<file path="config.mk">
export PLATFORM = sky130hd
export DESIGN_NAME = dpc_port_power
export DESIGN_NICKNAME = d
export VERILOG_FILES = /design/src/hdl/dpc_pkg.sv /design/src/hdl/dpc_port_power.sv
export SDC_FILE = /design/constraint.sdc
export NUM_CORES = 1
export LEC_CHECK = 0
export ABC_CLOCK_PERIOD_IN_PS = 1200
export BUFFER_PORTS_ARGS = -buffer_cell sky130_fd_sc_hd__buf_4
export CORE_ASPECT_RATIO = 1.1
export CORE_UTILIZATION = 42
export CTS_CLUSTER_DIAMETER = 80
export DETAILED_ROUTE_END_ITERATION = 12
export GPL_ROUTABILITY_DRIVEN = 0
export GPL_TIMING_DRIVEN = 0
export PLACE_DENSITY = 0.73
export SYNTH_ARGS = -nofsm -noshare
export SYNTH_HDL_FRONTEND = slang
export SYNTH_SLANG_ARGS = --single-unit
</file>
<file path="constraint.sdc">
create_clock -name clk -period 1.2 [get_ports clk]
set_clock_uncertainty 0.2 [all_clocks]
set_input_delay 0.24 -clock clk [delete_from_list [all_inputs] [get_ports clk]]
set_output_delay 0.24 -clock clk [all_outputs]
set_load 0.03 [all_outputs]
</file>
<file path="src/hdl/dpc_pkg.sv">
// package: constants and carrier types for downstream port power control
package dpc_pkg;
  localparam int NUM_COMBINED = 3;
  localparam int NUM_SS       = 3;
  localparam int FIRST_SS_PORT = 3;
  localparam logic RESET_OC_FLAG = 1'b0;
  localparam logic RESET_DRIVE   = 1'b1;
  localparam logic RESET_SENSE     = 1'b1;
  localparam logic RESET_FOLLOW    = 1'b1;
  localparam logic RESET_SS_ENABLE = 1'b0;
  localparam logic PIN_DRIVE_LEVEL = 1'b0;

  // one combined power/sense pin as seen at the design port
  typedef struct packed {
    logic out;
    logic oe;
  } dpc_pin_drive_s;

  // per-port enable request from configuration and host
  typedef struct packed {
    logic cfg_enable;
    logic host_enable;
  } dpc_port_ctrl_s;
endpackage

</file>
<file path="src/hdl/dpc_port_power.sv">
// module: power enable and overcurrent sense for downstream ports 1 to 3 plus split-port USB 3.2 enables
//
// Behaviour
// [RL1] enabled port: pin is input with pull-up, low level means overcurrent
// [RL2] disabled port, by configuration or host: pin driven low as output
// [RL3] split off: combined pin powers both USB 2.0 and USB 3.2 parts
// [RL4] split on: combined pin powers only the USB 2.0 part
// [RL5] split on: active-high USB 3.2 enables driven for ports 3, 4, 5
// [RL6] split off: USB 3.2 enable outputs have no function, held low
// [RL7] system uses USB 3.2 enables only for embedded devices
// [RL8] combined pin may float only when port disabled by configuration
// [RL9] overcurrent input synchronised to the core clock before flagging
`timescale 1ns/10ps
module dpc_port_power #(
  parameter int NUM_PORTS    = dpc_pkg::NUM_COMBINED,
  parameter int NUM_SS_PORTS = dpc_pkg::NUM_SS
) (
  input  wire logic                                       clk,
  input  wire logic                                       rst,
  input  wire logic                                       split_port_option,
  input  wire dpc_pkg::dpc_port_ctrl_s [NUM_PORTS-1:0]    port_ctrl,
  input  wire dpc_pkg::dpc_port_ctrl_s [NUM_SS_PORTS-1:0] ss_ctrl,
  input  wire logic [NUM_PORTS-1:0]                       power_sense_in,
  output dpc_pkg::dpc_pin_drive_s [NUM_PORTS-1:0]         power_sense_drive,
  output logic [NUM_PORTS-1:0]                            overcurrent,
  output logic [NUM_PORTS-1:0]                            ss_follows_combined,
  output logic [NUM_SS_PORTS-1:0]                         ss_power_enable
);
  import dpc_pkg::*;

  // combined pins exist for ports 1 to 3 only, dedicated enables for ports 3 to 5 only
  if (NUM_PORTS < 1 || NUM_PORTS > NUM_COMBINED) begin : g_bad_num_ports
    $error("NUM_PORTS must lie between 1 and NUM_COMBINED");
  end
  if (NUM_SS_PORTS < 1 || NUM_SS_PORTS > NUM_SS) begin : g_bad_num_ss
    $error("NUM_SS_PORTS must lie between 1 and NUM_SS");
  end

  // enable decode
  logic [NUM_PORTS-1:0]           port_on;
  logic [NUM_SS_PORTS-1:0]        ss_on;
  // pin drive group
  dpc_pin_drive_s [NUM_PORTS-1:0] next_drive;
  // pin synchroniser
  logic [NUM_PORTS-1:0]           sense_stage1;
  logic [NUM_PORTS-1:0]           sense_stage2;
  // own drive state delayed in step with the synchroniser
  logic [NUM_PORTS-1:0]           release_age1;
  logic [NUM_PORTS-1:0]           release_age2;
  logic [NUM_PORTS-1:0]           next_release_age1;
  logic [NUM_PORTS-1:0]           next_release_age2;
  // flags and split outputs
  logic [NUM_PORTS-1:0]           next_overcurrent;
  logic [NUM_PORTS-1:0]           next_follow;
  logic [NUM_SS_PORTS-1:0]        next_ss_enable;

  genvar g;
  generate
    for (g = 0; g < NUM_PORTS; g++) begin : g_port
      always_comb begin
        port_on[g] = port_ctrl[g].cfg_enable & port_ctrl[g].host_enable;
      end

      always_comb begin
        next_drive[g].out = PIN_DRIVE_LEVEL;
        if (port_on[g]) begin
          // release the pin so the pull-up powers the port (see [RL1])
          next_drive[g].oe = 1'b0;
        end else begin
          // configuration or host has switched the port off (see [RL2])
          next_drive[g].oe = 1'b1;
        end
      end

      // a pin we drove low still reads low for two cycles through the synchroniser,
      // so sensing waits until the release has reached the same stage
      always_comb begin
        next_release_age1[g] = ~power_sense_drive[g].oe;
        next_release_age2[g] = release_age1[g];
      end

      always_comb begin
        if (port_on[g] && !power_sense_drive[g].oe && release_age2[g]) begin
          // live level, not sticky: clears once the monitor lets go (see [RL1]) (see [RL9])
          next_overcurrent[g] = ~sense_stage2[g];
        end else begin
          // masked while the port is off or still driven (see [RL2])
          next_overcurrent[g] = 1'b0;
        end
      end

      always_comb begin
        if (split_port_option) begin
          // combined pin reaches the USB 2.0 part only (see [RL4])
          next_follow[g] = 1'b0;
        end else begin
          // combined pin governs the USB 3.2 part as well (see [RL3])
          next_follow[g] = 1'b1;
        end
      end
    end

    for (g = 0; g < NUM_SS_PORTS; g++) begin : g_ss
      always_comb begin
        ss_on[g] = ss_ctrl[g].cfg_enable & ss_ctrl[g].host_enable;
      end

      always_comb begin
        if (split_port_option) begin
          // dedicated active-high enable for ports 3, 4 and 5 (see [RL5])
          next_ss_enable[g] = ss_on[g];
        end else begin
          // no function without split, held low (see [RL6])
          next_ss_enable[g] = 1'b0;
        end
      end
    end
  endgenerate

  always_ff @(posedge clk) begin
    if (rst) begin
      for (int i = 0; i < NUM_PORTS; i++) begin
        power_sense_drive[i].out <= PIN_DRIVE_LEVEL;
        power_sense_drive[i].oe  <= RESET_DRIVE;
      end
    end else begin
      power_sense_drive <= next_drive;
    end
  end

  // pin is asynchronous to clk; two stages before any logic reads it (see [RL9])
  always_ff @(posedge clk) begin
    if (rst) begin
      sense_stage1 <= {NUM_PORTS{RESET_SENSE}};
      sense_stage2 <= {NUM_PORTS{RESET_SENSE}};
    end else begin
      sense_stage1 <= power_sense_in;
      sense_stage2 <= sense_stage1;
    end
  end

  always_ff @(posedge clk) begin
    if (rst) begin
      release_age1 <= {NUM_PORTS{~RESET_DRIVE}};
      release_age2 <= {NUM_PORTS{~RESET_DRIVE}};
    end else begin
      release_age1 <= next_release_age1;
      release_age2 <= next_release_age2;
    end
  end

  always_ff @(posedge clk) begin
    if (rst) begin
      overcurrent <= {NUM_PORTS{RESET_OC_FLAG}};
    end else begin
      overcurrent <= next_overcurrent;
    end
  end

  always_ff @(posedge clk) begin
    if (rst) begin
      ss_follows_combined <= {NUM_PORTS{RESET_FOLLOW}};
    end else begin
      ss_follows_combined <= next_follow;
    end
  end

  always_ff @(posedge clk) begin
    if (rst) begin
      ss_power_enable <= {NUM_SS_PORTS{RESET_SS_ENABLE}};
    end else begin
      ss_power_enable <= next_ss_enable;
    end
  end
endmodule

</file>
## Word level (Yosys, flattened, before mapping)

Cells that the tools add are included.

| word-level totals | value |
|---|---|
| register bits | 25 |
| bits of input ports | 18 |
| logic and storage cells | 48 |

| cells by class | value |
|---|---|
| mux-type cells | 4 |
| bitwise logic cells | 16 |
| reduce and logical (&&, ||, !) cells | 13 |

Operator list:

| cell | number |
|---|---|
| $not A1 Y1 | 10 |
| $reduce_or A2 Y1 | 4 |
| $and A1 B1 Y1 | 6 |
| $logic_and A1 B1 Y1 | 6 |
| $mux W1 | 4 |
| $logic_not A1 Y1 | 3 |

## Logic depth before layout (Yosys ltp)

| logic depth | value |
|---|---|
| depth after elaboration | 5 |
| depth in mapped cells | 2 |

## Worst setup path before layout

Ideal clock, no wire load.

| path | value |
|---|---|
| kind | register to output |
| start | reg, netlist name ss_follows_combined[0] |
| end | out ss_follows_combined[1] |
| data arrival time | 719 ps |
| path slack | 41 ps |
| cell stages (with the launch flop) | 2 |
| cell sequence | dfxtp_1 > buf_4 |

RTL lines:

| what | RTL line | RTL |
|---|---|---|
| to (decl) | dpc_port_power.sv:26 | `output logic [NUM_PORTS-1:0] ss_follows_combined,` |

==> impl_metrics.ini <==
[run_status]
outcome = finished, violations left
failed_checks = negative hold slack, negative setup slack

[die]
ioPinCount = 33
std_cell_rows = 14
die_h_um = 43.8
dieArea_um2 = 1750
initial_core_util = 0.471
core-area_um2 = 1420
die_x_um = 40.0

[timing]
rsz0062_at_grt = true
setup_violations = 12
slew_violations = 0
fin_crit_ns = 1.33
fin_ws_ns = -0.131
fin_setup_tns_ns = -0.459
final_hold_viol_count = 2
fin_crit_sh = 1.11
holdWs_ns = -0.00498
max_freq_ghz = 0.752

[clocking]
cts_tree = done
cts-hold-fix-buffers = 16
cts_max_level = 1
cts_sinks = 22
clock_latency_ns = 0.30
clk_pin_slew_worst_paths_ns = 0.12
clock-root-buffer = clkbuf_4
numCtsBuffers = 3
clockBufferDepth = 2

[worst_setup_path]
critPathArrivalTime_ns = 0.89
cp.required_ns = 0.76
critPathCaptureType = output pin
crit_fanout = 3
reg2reg_depth = 2
cp-start-kind = flip-flop
path_class = reg2out

[yosys]
synthTopCellsByArea = dfxtp_1 66%, buf_4 5.6%, or2_2 5.6%
synth-simple-area-share = 0.257
synth_xor_xnor_area_share = 0
ys_ff_latch = 22
ys_types = 15
synth_top_family_by_area = simple AND/OR/NAND/NOR gates
synth-compound-area-share = 0
yosys-top-cells-count = 22 x dfxtp_1, 6 x or2_2, 5 x buf_4
ys_async_sr_fraction = 0
synth_fa_ha_area_frac = 0
synthFlopType = dfxtp_1
synth.area.mux_share = 0
synth.most_common_cell = dfxtp_1
synth_top_area_frac = 0.659
avgSynthCellArea_um2 = 12.4
synth_warnings = 0
ys_seq_area_frac = 0.659
syn_inst = 54
synth_area_um2 = 668
synth_edf_count = 0
synth_top_area_cell = dfxtp_1

[placement]
numPortBuffers = 29
placed_cell_area_um2 = 913

[global_routing]
grt-ovfl-total = 0
grt_max_degree = 13
grt_pass1_vias = 579
grt.total_usage = 0.225
grt_antenna_before_repair = 0
grt_pass1_wl_um = 2600

[route]
drc_errors = 0
viasPerCell = 4.50
drt_iter0_drc = 7
post_drt_wl_per_cell_um = 13.9
routed_wirelength_um = 1710
via_count = 554
drtPass1Iterations = 3
ant_nets = 0

[finish]
post-route-cell-area_um2 = 1200
n_antenna_cell = 0
final_util = 0.846
drive_gt1_frac = 0.551
fill_cells = 85
nets = 126
syn2layout_area_growth_pct = 79.6

[pwr]
power_leakage_nw = 0.578
vdd_drop_max_uv = 1080
powerDensity_nw_per_um2 = 1150

[hold_path]
hold_depth = 2
hold_class = in2reg

[job]
cap_violations = 0
-- state kept, by name, indices dropped and copies added (netlist names) --
register / cells
next_release_age2: 3
release_age2: 3
sense_stage2: 3
ss_follows_combined: 1
overcurrent: 3
sense_stage1: 3
ss_power_enable: 3
power_sense_drive: 3
-- worst paths after layout --
check / slack [ns] / endpoint / from
max: -0.13 / ss_follows_combined[1] / ss_follows_combined[0]
min: -0.005 / sense_stage2[1] / rst
min reg2reg: 0.23 / sense_stage2[1] / sense_stage1[1]
max reg2reg: 0.21 / overcurrent[2] / power_sense_drive[4]
-- critical path, stage by stage (launching register included) --
cell and delay, ns:
dfxtp_2 0.36, buf_6 0.11, buf_6 0.12
-- area by class of cell --
class,instances,area (um^2),share of cell area
plain buffers,6,56.3,0.0469
clock buffers,4,36.3,0.0302
inverters,1,3.75,0.00313
multi-input cells,27,191,0.160
flip-flops and latches,22,453,0.377
well taps,16,20.0,0.0167
repair buffers,47,439,0.366
-- layer usage --
metal,GRT usage,vias to the layer above,share of wire
met3,0.0513,2,0.032
met1,0.263,264,0.38
li1,-,272,-
met2,0.377,16,0.58
met5,0,-,0
met4,0.0966,0,0.0082
-- power breakdown --
group | internal (W) | leakage (nW) | total, W | switching (W)
logic | 0.000125 | 0.375 | 0.000209 | 0.0000839
clock network | 0.000185 | 0.0210 | 0.000405 | 0.000220
registers | 0.000754 | 0.182 | 0.000765 | 0.0000107
-- cells by family (layout without fill, tap and decap cells) --
logic type	after synthesis	count (layout)
buffers and inverters	7	58
DFF	22	22
and+or+nand+nor	24	24
other	1	3
-- per-stage QoR --
step,setup slack [ns],instances,total power (W)
global placement,0.0683,101,0.000920
global route,-0.162,123,0.00143
CTS,-0.131,124,0.00137
floorplan,0.0407,56,0.000851
finish,-0.131,123,0.00138
detailed placement,0.0643,101,0.000924
-- repair_timing --
action | CTS | global route
resized for setup | 23 | 3
setup buffers | 3 | 0
setup endpoints to repair | 12 | 13
cloned | 0 | 0
hold endpoints to repair | 13 | 1
pin swaps | 0 | 1
-- placed cells by master, fill, tap and decap left out --
master | netlist | final
buf_6 | 1 | 14
dlygate4sd3_1 | 0 | 14
nand3b_1 | 2 | 2
nor2b_1 | 3 | 3
or2_2 | 6 | 6
nand3b_4 | 1 | 1
dfxtp_1 | 22 | 12
clkbuf_8 | 0 | 1
dlymetal6s4s_1 | 0 | 2
nand4b_1 | 2 | 2
nor2_1 | 3 | 3
dfxtp_2 | 0 | 10
and2b_1 | 1 | 1
buf_4 | 5 | 23
conb_1 | 1 | 3
nor4b_4 | 0 | 1
clkbuf_4 | 0 | 3
nor3_1 | 2 | 2
and3_1 | 3 | 3
inv_1 | 1 | 1
No activity file was read; power rests on OpenSTA's default activity.
